===== config.mk =====
export PLATFORM = sky130hd
export DESIGN_NAME = memctl_pins
export DESIGN_NICKNAME = d
export VERILOG_FILES = /design/src/rtl/memctl_pkg.sv /design/src/rtl/memctl_pins.sv
export SDC_FILE = /design/constraint.sdc
export NUM_CORES = 1
export LEC_CHECK = 0
export BUFFER_PORTS_ARGS = -buffer_cell sky130_fd_sc_hd__buf_2
export CORE_UTILIZATION = 50
export CTS_BUF_LIST = sky130_fd_sc_hd__clkbuf_8
export CTS_CLUSTER_DIAMETER = 40
export DETAILED_ROUTE_END_ITERATION = 16
export PLACE_DENSITY = 0.7
export SYNTH_ARGS = -nofsm -noshare
export SYNTH_HDL_FRONTEND = slang
export SYNTH_SLANG_ARGS = --single-unit

===== constraint.sdc =====
create_clock -name clk_i -period 2.6 [get_ports clk_i]
set_input_delay 0.39 -clock clk_i [delete_from_list [all_inputs] [get_ports clk_i]]
set_output_delay 0.39 -clock clk_i [all_outputs]
set_load 0.03 [all_outputs]

===== src/rtl/memctl_pkg.sv =====
/*
 pin-level memory controller package: constants, enums and carrier structs.
 assumes the single design file imports it whole.
*/
package memctl_pkg;
   localparam int NUM_SEL = 8;
   localparam int NUM_LANE = 8;
   localparam int NUM_GPL = 6;
   localparam int ADDR_W = 32;
   localparam int PROG_DEPTH = 16;
   localparam int PROG_IDX_W = 4;
   // size code: 0 byte, 1 half, 2 word, 3 double
   localparam logic [1:0] SIZE_BYTE = 2'h0;
   localparam logic [1:0] SIZE_HALF = 2'h1;
   localparam logic [1:0] SIZE_WORD = 2'h2;
   localparam logic [1:0] SIZE_DBL = 2'h3;
   // port width code: 0 8-bit, 1 16-bit, 2 32-bit, 3 64-bit
   localparam logic [1:0] PORT_8 = 2'h0;
   localparam int BURST_LO = 3;
   localparam int BURST_HI = 4;
   localparam int A10_ROW_BIT = 10;
   localparam logic [1:0] BCTL_DIR = 2'h0;
   localparam logic [1:0] BCTL_ENA = 2'h1;
   localparam logic [1:0] BCTL_SPLIT = 2'h2;
   localparam logic [7:0] LANES_OFF = 8'h00;

   typedef enum logic [1:0] {
      MACH_SIMPLE = 2'h0,
      MACH_PROG = 2'h1,
      MACH_SDRAM = 2'h2
   } machine_t;

   typedef enum logic [2:0] {
      ST_IDLE = 3'h0,
      ST_ADDR = 3'h1,
      ST_CMD = 3'h3,
      ST_DATA = 3'h2,
      ST_DONE = 3'h6
   } state_t;

   typedef struct packed {
      logic [31:0] addr;
      logic [1:0] size;
      logic [1:0] port_w;
      logic write;
      logic [2:0] bank;
      machine_t mach;
   } access_t;

   // one word of the waveform program
   typedef struct packed {
      logic [5:0] gpl;
      logic bs_on;
      logic wait_chk;
      logic last;
   } prog_word_t;
endpackage


===== src/rtl/memctl_pins.sv =====
/*
 memory controller pin logic: chip-select, programmable waveform and sdram
 machines sharing one pin set. assumes a request source on the same clock,
 a program table loaded over the prog_wr ports, and external ack/wait pins.
*/
// Notes on behaviour
// eight chip selects, one per device
// two buffer controls, function set by config
// drive burst address bits 27 to 28
// address latch enable in external-master mode
// eight byte write strobes from simple machine
// eight sdram byte masks
// program-timed byte selects from address, size, width
// a10: row address bit, command on column
// separate sdram write, row, column strobes
// six program-driven general lines
// read output enable during simple machine reads
// external ack ends simple machine access
// wait input high stalls waveform program
// parity chip byte select output
// sdram address mux control in external-master
// one machine drives strobes per access
module memctl_pins
   import memctl_pkg::*;
#(
   parameter int SEL_N = NUM_SEL
) (
   input wire logic clk_i,
   input wire logic rst_n_i,
   input wire logic req_valid_i,
   output logic req_ready_o,
   input wire access_t req_i,
   output logic done_o,
   input wire logic ext_master_i,
   input wire logic [1:0] buffer_ctrl_function_sel_i,
   input wire logic prog_wr_i,
   input wire logic [PROG_IDX_W-1:0] prog_idx_i,
   input wire prog_word_t prog_data_i,
   input wire logic simple_machine_ack_n_i,
   input wire logic prog_machine_wait_i,
   output logic [SEL_N-1:0] chip_sel_n_o,
   output logic data_buffer_ctrl_a_o,
   output logic data_buffer_ctrl_b_o,
   output logic [1:0] burst_addr_out_o,
   output logic addr_latch_en_o,
   output logic [NUM_LANE-1:0] byte_write_strobe_n_o,
   output logic [NUM_LANE-1:0] sdram_byte_mask_o,
   output logic [NUM_LANE-1:0] prog_byte_select_n_o,
   output logic sdram_addr_bit_ten_o,
   output logic sdram_write_strobe_n_o,
   output logic sdram_row_strobe_n_o,
   output logic sdram_column_strobe_n_o,
   output logic [NUM_GPL-1:0] prog_general_line_o,
   output logic read_output_enable_n_o,
   output logic parity_chip_select_n_o,
   output logic sdram_addr_mux_ctrl_o
);

////////////////////////////////////////////////////////////////////////////////
// pin synchronisers: three stages, change accepted when stages two and three agree

   logic [2:0] ack_sync_reg;
   logic [2:0] wait_sync_reg;
   logic ack_seen_reg;
   logic wait_seen_reg;
   logic ack_seen_next;
   logic wait_seen_next;

   assign ack_seen_next = (ack_sync_reg[1] == ack_sync_reg[2]) ? ~ack_sync_reg[2] : ack_seen_reg;
   assign wait_seen_next = (wait_sync_reg[1] == wait_sync_reg[2]) ? wait_sync_reg[2]
                                                                  : wait_seen_reg;

   always_ff @(posedge clk_i or negedge rst_n_i) begin
      if (!rst_n_i) begin
         ack_sync_reg <= 3'h7;
         wait_sync_reg <= 3'h0;
         ack_seen_reg <= 1'b0;
         wait_seen_reg <= 1'b0;
      end else begin
         ack_sync_reg <= {ack_sync_reg[1:0], simple_machine_ack_n_i};
         wait_sync_reg <= {wait_sync_reg[1:0], prog_machine_wait_i};
         ack_seen_reg <= ack_seen_next;
         wait_seen_reg <= wait_seen_next;
      end
   end

////////////////////////////////////////////////////////////////////////////////
// waveform program store

   prog_word_t prog_mem_reg [PROG_DEPTH];

   always_ff @(posedge clk_i or negedge rst_n_i) begin
      if (!rst_n_i) begin
         for (int i = 0; i < PROG_DEPTH; i++) begin
            prog_mem_reg[i] <= '{gpl: 6'h3F, bs_on: 1'b0, wait_chk: 1'b0, last: 1'b1};
         end
      end else if (prog_wr_i) begin
         prog_mem_reg[prog_idx_i] <= prog_data_i;
      end
   end

////////////////////////////////////////////////////////////////////////////////
// access sequencer

   state_t state_reg;
   state_t state_next;
   access_t acc_reg;
   logic [PROG_IDX_W-1:0] pc_reg;
   logic [PROG_IDX_W-1:0] pc_next;
   prog_word_t cur_word;
   logic stall_wait;
   logic simple_end;
   logic prog_end;
   logic ack_armed_reg;
   logic ack_armed_next;

   // an ack still held from the last access must be released before it may end the next one
   assign ack_armed_next = !ack_seen_reg ? 1'b1
                                         : ((state_reg == ST_DONE) ? 1'b0 : ack_armed_reg);
   assign cur_word = prog_mem_reg[pc_reg];
   assign stall_wait = cur_word.wait_chk && wait_seen_reg;
   assign simple_end = (acc_reg.mach == MACH_SIMPLE) && ack_seen_reg && ack_armed_reg;
   assign prog_end = (acc_reg.mach == MACH_PROG) && !stall_wait && cur_word.last;
   assign req_ready_o = (state_reg == ST_IDLE);
   assign pc_next = (state_reg == ST_DATA && acc_reg.mach == MACH_PROG && !stall_wait)
                    ? pc_reg + 1'b1 : (state_reg == ST_IDLE ? '0 : pc_reg);

   always_comb begin
      state_next = state_reg;
      case (state_reg)
         ST_IDLE: begin
            if (req_valid_i) begin
               state_next = ST_ADDR;
            end
         end
         ST_ADDR: begin
            state_next = (acc_reg.mach == MACH_SDRAM) ? ST_CMD : ST_DATA;
         end
         ST_CMD: begin
            state_next = ST_DATA;
         end
         ST_DATA: begin
            if (simple_end || prog_end || acc_reg.mach == MACH_SDRAM) begin
               state_next = ST_DONE;
            end
         end
         ST_DONE: begin
            state_next = ST_IDLE;
         end
         default: begin
            state_next = ST_IDLE;
         end
      endcase
   end

   always_ff @(posedge clk_i or negedge rst_n_i) begin
      if (!rst_n_i) begin
         state_reg <= ST_IDLE;
         acc_reg <= '0;
         pc_reg <= '0;
         ack_armed_reg <= 1'b1;
      end else begin
         state_reg <= state_next;
         ack_armed_reg <= ack_armed_next;
         pc_reg <= pc_next;
         if (state_reg == ST_IDLE && req_valid_i) begin
            acc_reg <= req_i;
         end
      end
   end

////////////////////////////////////////////////////////////////////////////////
// lane decode from address, size and port width

   logic [2:0] offs;
   logic [3:0] n_bytes;
   logic [3:0] port_bytes;
   logic [7:0] lanes;
   logic [NUM_LANE-1:0] lanes_all;

   assign port_bytes = 4'h1 << acc_reg.port_w;
   assign n_bytes = 4'h1 << acc_reg.size;
   // narrow ports see lanes from the bottom; bytes past lane 7 drop
   assign offs = acc_reg.addr[2:0] & 3'(port_bytes - 4'h1);
   assign lanes_all = 8'(((16'h1 << n_bytes) - 16'h1) << offs);
   assign lanes = (acc_reg.port_w == PORT_8) ? 8'h01 : lanes_all;

////////////////////////////////////////////////////////////////////////////////
// pin drive: machine strobes qualified by the machine owning the access; chip selects by any active access

   logic active;
   logic use_simple;
   logic use_prog;
   logic use_sdram;
   logic [SEL_N-1:0] cs_next;
   logic [NUM_LANE-1:0] we_next;
   logic [NUM_LANE-1:0] dqm_next;
   logic [NUM_LANE-1:0] bs_next;
   logic ras_next;
   logic cas_next;
   logic swe_next;
   logic a10_next;
   logic oe_next;
   logic [NUM_GPL-1:0] gpl_next;

   assign active = (state_reg == ST_ADDR || state_reg == ST_CMD || state_reg == ST_DATA);
   assign use_simple = active && acc_reg.mach == MACH_SIMPLE;
   assign use_prog = active && acc_reg.mach == MACH_PROG;
   assign use_sdram = active && acc_reg.mach == MACH_SDRAM;
   assign cs_next = active ? ~(SEL_N'(1) << acc_reg.bank) : '1;
   assign we_next = (use_simple && acc_reg.write && state_reg == ST_DATA) ? ~lanes : '1;
   assign oe_next = ~(use_simple && !acc_reg.write && state_reg == ST_DATA);
   assign bs_next = (use_prog && cur_word.bs_on) ? ~lanes : '1;
   assign gpl_next = use_prog ? cur_word.gpl : '1;
   assign dqm_next = use_sdram ? ~lanes : '1;
   // row phase opens the bank, column phase issues read or write
   assign ras_next = ~(use_sdram && state_reg == ST_ADDR);
   assign cas_next = ~(use_sdram && state_reg == ST_CMD);
   assign swe_next = ~(use_sdram && state_reg == ST_CMD && acc_reg.write);
   // column phase: a10 high requests auto-precharge
   assign a10_next = (use_sdram && state_reg == ST_ADDR) ? acc_reg.addr[A10_ROW_BIT]
                                                         : use_sdram;

   always_ff @(posedge clk_i or negedge rst_n_i) begin
      if (!rst_n_i) begin
         chip_sel_n_o <= '1;
         byte_write_strobe_n_o <= '1;
         read_output_enable_n_o <= 1'b1;
         prog_byte_select_n_o <= '1;
         prog_general_line_o <= '1;
         sdram_byte_mask_o <= '1;
         sdram_row_strobe_n_o <= 1'b1;
         sdram_column_strobe_n_o <= 1'b1;
         sdram_write_strobe_n_o <= 1'b1;
         sdram_addr_bit_ten_o <= 1'b0;
         parity_chip_select_n_o <= 1'b1;
         burst_addr_out_o <= '0;
         addr_latch_en_o <= 1'b0;
         sdram_addr_mux_ctrl_o <= 1'b0;
         data_buffer_ctrl_a_o <= 1'b1;
         data_buffer_ctrl_b_o <= 1'b1;
         done_o <= 1'b0;
      end else begin
         chip_sel_n_o <= cs_next;
         byte_write_strobe_n_o <= we_next;
         read_output_enable_n_o <= oe_next;
         prog_byte_select_n_o <= bs_next;
         prog_general_line_o <= gpl_next;
         sdram_byte_mask_o <= dqm_next;
         sdram_row_strobe_n_o <= ras_next;
         sdram_column_strobe_n_o <= cas_next;
         sdram_write_strobe_n_o <= swe_next;
         sdram_addr_bit_ten_o <= a10_next;
         parity_chip_select_n_o <= ~(use_prog && cur_word.bs_on);
         burst_addr_out_o <= active ? acc_reg.addr[BURST_HI:BURST_LO] : 2'h0;
         addr_latch_en_o <= ext_master_i && state_reg == ST_ADDR;
         sdram_addr_mux_ctrl_o <= ext_master_i && use_sdram && state_reg != ST_ADDR;
         case (buffer_ctrl_function_sel_i)
            BCTL_DIR: begin
               data_buffer_ctrl_a_o <= ~(active && acc_reg.write);
               data_buffer_ctrl_b_o <= ~active;
            end
            BCTL_ENA: begin
               data_buffer_ctrl_a_o <= ~active;
               data_buffer_ctrl_b_o <= ~active;
            end
            BCTL_SPLIT: begin
               data_buffer_ctrl_a_o <= ~(active && acc_reg.write);
               data_buffer_ctrl_b_o <= ~(active && !acc_reg.write);
            end
            default: begin
               data_buffer_ctrl_a_o <= 1'b1;
               data_buffer_ctrl_b_o <= 1'b1;
            end
         endcase
         done_o <= (state_next == ST_DONE);
      end
   end

endmodule


---- Word level (Yosys, flattened, before mapping) ----
Cells that the tools add are included.
word-level totals
  register bits ........................... 232
  bits in latches ......................... 0
  bits in writable memories ............... 0
  ROM bits ................................ 0
  output and inout port bits .............. 52
  memories kept ........................... 0
operators by class
  add/sub/neg operators ................... 3
  $mul .................................... 0
  divide/modulo/power cells ............... 0
  magnitude comparators ................... 3
  equality and inequality tests ........... 13
  shifts and indexed selects .............. 5
  mux-type cells .......................... 24
  bitwise logic cells ..................... 14
  reductions and logical operators ........ 38
operators by type and width
  operator                                                                       number
  144-bit bitwise mux                                                            1
  8-bit two-way mux                                                              5
  9-bit binary-select mux with 4-bit select                                      1
  9-bit demux with 4-bit select                                                  1
  9-bit two-way mux                                                              3
  1-bit logical AND                                                              25
  8-bit inverter                                                                 2
  1-bit by 4-bit << shifter with 16-bit output (first input constant)            1
  16-bit by 3-bit << shifter with 8-bit output                                   1
  16-bit by 1-bit subtractor with 16-bit output (second input constant)          1
  3-bit one-hot mux with 4 select lines                                          1
  5-bit >= comparator (second input constant)                                    2
  4-bit inverter with 5-bit output                                               2
  1-bit inverter                                                                 9
  4-bit two-way mux                                                              2
  1-bit by 3-bit << shifter with 8-bit output (first input constant)             1
  3-bit by 2-bit == test with 1-bit output (second input constant)               2
  3-bit == test (second input constant)                                          2
  2-bit logical NOT                                                              3
  3-bit two-way mux                                                              2
  6-bit two-way mux                                                              1
  5-bit by 1-bit less-than comparator with 1-bit output (second input constant)  1
  4-bit by 1-bit adder with 4-bit output (second input constant)                 1
  2-bit by 1-bit == test with 1-bit output (second input constant)               2
  other kinds (17)                                                               28

---- Logic depth before layout (Yosys ltp) ----
  depth after elaboration ................. 13
  depth in mapped cells ................... 8

---- Worst setup path before layout ----
No wires, ideal clock.
  path type ............................... register -> register
  start point ............................. register state_reg[0]
  end point ............................... register acc_reg[10] (netlist bit)
  arrival time ............................ 2362 ps
  required time ........................... 2475 ps
  slack ................................... 113 ps
  stages on the path, launching flop included .. 7
  buffers on the path ..................... 3
  clock period less this slack ............ 2487 ps
  path through ............................ dfrtp_1 clkbuf_1 nor3_1 and2_1 buf_2 buf_2 mux2_2
between the ends
  cells in the longest elaborated chain, start to end .. 2
ends and longest elaborated chain
  what                    RTL line            RTL
  from (decl)             memctl_pins.sv:105  state_t state_reg;
  from (signal assigned)  memctl_pins.sv:163  state_reg <= state_next;
  3-bit logical NOT       -
  named net req_ready_o   memctl_pins.sv:31   output logic req_ready_o,
  1-bit logical AND       memctl_pins.sv:166  if (state_reg == ST_IDLE && req_valid_i) begin
  to (signal assigned)    memctl_pins.sv:167  acc_reg <= req_i;
  to (decl)               memctl_pins.sv:107  access_t acc_reg;
The timed path passes the listed nets, and every way through them passes these cells.
A chain may end at the register's enable or synchronous reset.

---- Final worst setup path ----
  start point ............................. register pc_reg[1]
  end point ............................... register pc_reg[1]
between the ends
  cells in the longest elaborated chain, start to end .. 8
  elaborated cells between the ends (all ways) .. 10
  those cells by class .................... 1 x add/sub; 4 x mux; 1 x bitwise; 4 x reduce/logical
ends and longest elaborated chain
  what                                                     RTL line            RTL
  from (decl)                                              memctl_pins.sv:108  logic [PROG_IDX_W-1:0] pc_reg;
  from (signal assigned)                                   memctl_pins.sv:165  pc_reg <= pc_next;
  4-bit inverter with 5-bit output (not written as such)   memctl_pins.sv:120  assign cur_word = prog_mem_reg[pc_reg];
  9-bit binary-select mux with 4-bit select                memctl_pins.sv:120
  9-bit two-way mux (not written as such) (2 in series)    memctl_pins.sv:120
  1-bit logical AND                                        memctl_pins.sv:121  assign stall_wait = cur_word.wait_chk && wait_seen_reg;
  1-bit logical NOT                                        memctl_pins.sv:125  assign pc_next = (state_reg == ST_DATA && acc_reg.mach == MACH_PROG && !stall_wait)
  1-bit logical AND                                        memctl_pins.sv:125
  4-bit two-way mux or 2-bit nonzero test (tied branches)  -
Parallel ways exist; a longest one is shown, timed or not. The select of a mux whose other input is x is not followed.

==> results_dict.tcl <==
set metrics [dict create \
    path_depth 5 \
    drt-pass1-iter-count 4 \
    vias_per_cell 5.48 \
    fin_ws_ps 340 \
    yosysUniqueCellTypes 45 \
    ys.flop_type "dfstp_2" \
    synth_edf_count 0 \
    clock_sinks 227 \
    run_status "finished, final reports clean" \
    cts-htree-levels 2 \
    drc 0 \
    required_ps 3000 \
    clock_path_buffers 3 \
    arrival_ps 2660 \
    coreArea_sq_um 19400 \
    gp_congestion 0.857 \
    critPathLaunchType "register" \
    drive_above_1_share_pct 66.6 \
    grt_pass1_vias 6303 \
    powerDensity_nw_per_um2 1020 \
    tightestPinTransition_ps 720 \
    rsz0062_at_grt "no" \
    worstHoldStart "req_i[12]" \
    hold_viol 0 \
    placed_cell_area_sq_um 10700 \
    antennaDiodeCount 0 \
    async_reset_ff_share_pct 100 \
    setup_tns_ps 0 \
    port_buffers 89 \
    die_w_microns 143 \
    timing.rr.end "pc_reg[1]" \
    synth-warning-count 0 \
    numCtsBuffers 40 \
    p_total_uw 11800 \
    post_cts_resized 0 \
    wl_per_cell_microns 19.8 \
    drv_slew 0 \
    areaGrowthSynthToFinish_pct 16.5 \
    pin_count 116 \
    nets 834 \
    path_buf_inv 0 \
    grt_pass1_wl_microns 33700 \
    die-area_sq_um 20300 \
    drt-total-wl_microns 21000 \
    synth_nets 707 \
    die_y_microns 143 \
    path_class "reg2reg" \
    globalRoute.totalOverflow 0 \
    leakagePower_uw 0.00469 \
    worst-r2r-cell-count 5 \
    path_max_fanout 5 \
    timing.rr.start "pc_reg[1]" \
    post_cts_buffers 0 \
    period_share_pct 86.9 \
    relSlewSlack_pct 52.0 \
    cp_slowest_stage_delay_ps 520 \
    critPathLaunch "pc_reg[1]" \
    maxCapViolations 0 \
    root_buffer "clkbuf_8" \
    ys_seq_area_share_pct 59.6 \
    min_path_type "in2reg" \
    fill_cells 1548 \
    grt_max_degree 80 \
    drt_iter0_drc 299 \
    path_delay_family "multiplexers" \
    cp-endpoint "pc_reg[1]" \
    cts_tree "done" \
    dpl.hpwl_microns 14100 \
    setup_violations 0 \
    fin_worst_skew_ps 16.9 \
    grt_usage_pct 22.1 \
    antenna_found_initial 0 \
    pre_cts_ws_ps 330 \
    finalCriticalPeriod_ps 2260 \
    start_util_pct 50.9 \
    postCtsHoldBufs 3 \
    path_cells "mux4_2 > or2_2 > a31oi_2 > nor2b_4 > mux2_2" \
    avgSynthCellArea_sq_um 15.4 \
    syn_area_sq_um 9870 \
    crit_slowest_cell "mux4_2" \
    insertion_delay_ps 530 \
    ff2ff_setup_slack_ps 340 \
    synth_seq_cells 227 \
    max_freq_ghz 0.442 \
    final_area_sq_um 11500 \
    fp-row-count 51 \
    via_count 5823 \
    end_kind "register" \
    clkSlewWorstSetupHoldPaths_ps 60 \
    vdd_ir_drop_max_mv 0.502 \
    synthCells 640 \
    drtAntennaViolNets 0 \
    largest_reg_flops 144 \
]
[stage by stage]
step,utilization (%),cells,hold slack [ps]
3_3_place_gp,55.4,987,342
2_1_floorplan,-,640,94.4
3_5_place_dp,55.4,987,340
4_1_cts,59.3,1062,61.3
5_1_grt,59.3,1062,75.0
6_report,59.3,1062,94.1
[worst min path at each step]
stage          slack [ps]  cells after the start                to
2_1_floorplan          90                      0        acc_reg[0]
3_3_place_gp          340                      0  wait_sync_reg[1]
3_5_place_dp          340                      0  wait_sync_reg[1]
4_1_cts                60                      2       acc_reg[12]
5_1_grt                70                      2        acc_reg[9]
6_report               90                      2       acc_reg[12]
[layout by cell type, fill, tap and decap left out, types with 3 or more instances in the layout]
cell	instances
dfrtp_1	65
inv_1	27
nand3b_1	9
clkinv_2	3
buf_12	5
mux4_2	35
dlygate4sd3_1	3
and2_1	5
nand2_1	37
or3_1	5
nor2_1	25
o21ai_0	8
and3_1	5
nand3_1	8
a31oi_1	3
ha_1	3
a21oi_1	5
nor3_1	8
clkbuf_8	43
buf_2	88
dfstp_2	161
clkinvlp_4	3
mux4_1	8
mux2i_1	6
nand2b_1	16
buf_4	21
mux2_2	163
nand4_1	3
[logic make-up (layout without fill, tap and decap cells)]
family	after synthesis	count (layout)	synth area share, %
buffers and inverters	40	197	2.01
muxes	212	212	29.3
and+or+nand+nor	129	129	6.66
AOI/OAI and AO/OA	28	28	1.96
adders and majority gates	4	4	0.482
DFF	227	227	59.6
[worst reg2reg max path, delay by kind of cell, from the launching register on]
kind,cells,cell delay (ps)
compound gates,1,220
simple gates,2,570
mux,2,880
flops,1,480
[synth_stat cells (all sizes together) (6+ instances only)]
cell type  instances  area [sq um]
mux2             163          1840
dfstp            161          4230
dfrtp             66          1650
mux4              43           998
nand2             37           139
nor2              25          93.8
clkbuf            20          75.1
nand2b            16           100
buf               13          97.6
nand3b             9          67.6
nand3              8          40.0
nor3               8          40.0
o21ai              8          40.0
inv                6          22.5
mux2i              6          60.1
[cell type report]
type / instances / area, sq um / share of cell area (%)
Multi-Input combinational cell: 373 / 3790 / 33.0
Tap cell: 265 / 332 / 2.88
Clock buffer: 42 / 578 / 5.03
Clock inverter: 30 / 145 / 1.26
Timing Repair Buffer: 118 / 742 / 6.45
Sequential cell: 227 / 5880 / 51.2
Inverter: 7 / 26.3 / 0.228
[metal layers]
layer | share of wire, % | vias to the layer above | track usage, %
met1 | 42 | 3022 | 28.1
met3 | 5.4 | 30 | 4.41
met2 | 50 | 177 | 37.7
met5 | 0 | - | 0
li1 | - | 2594 | -
met4 | 1.9 | 0 | 7.70
[where the power goes]
part           total [uW]  internal [uW]  switching (uW)
Sequential           5390           4820             574
Combinational        3470           1700            1760
Clock                2910           1510            1400
No activity file was read; power rests on OpenSTA's default activity.
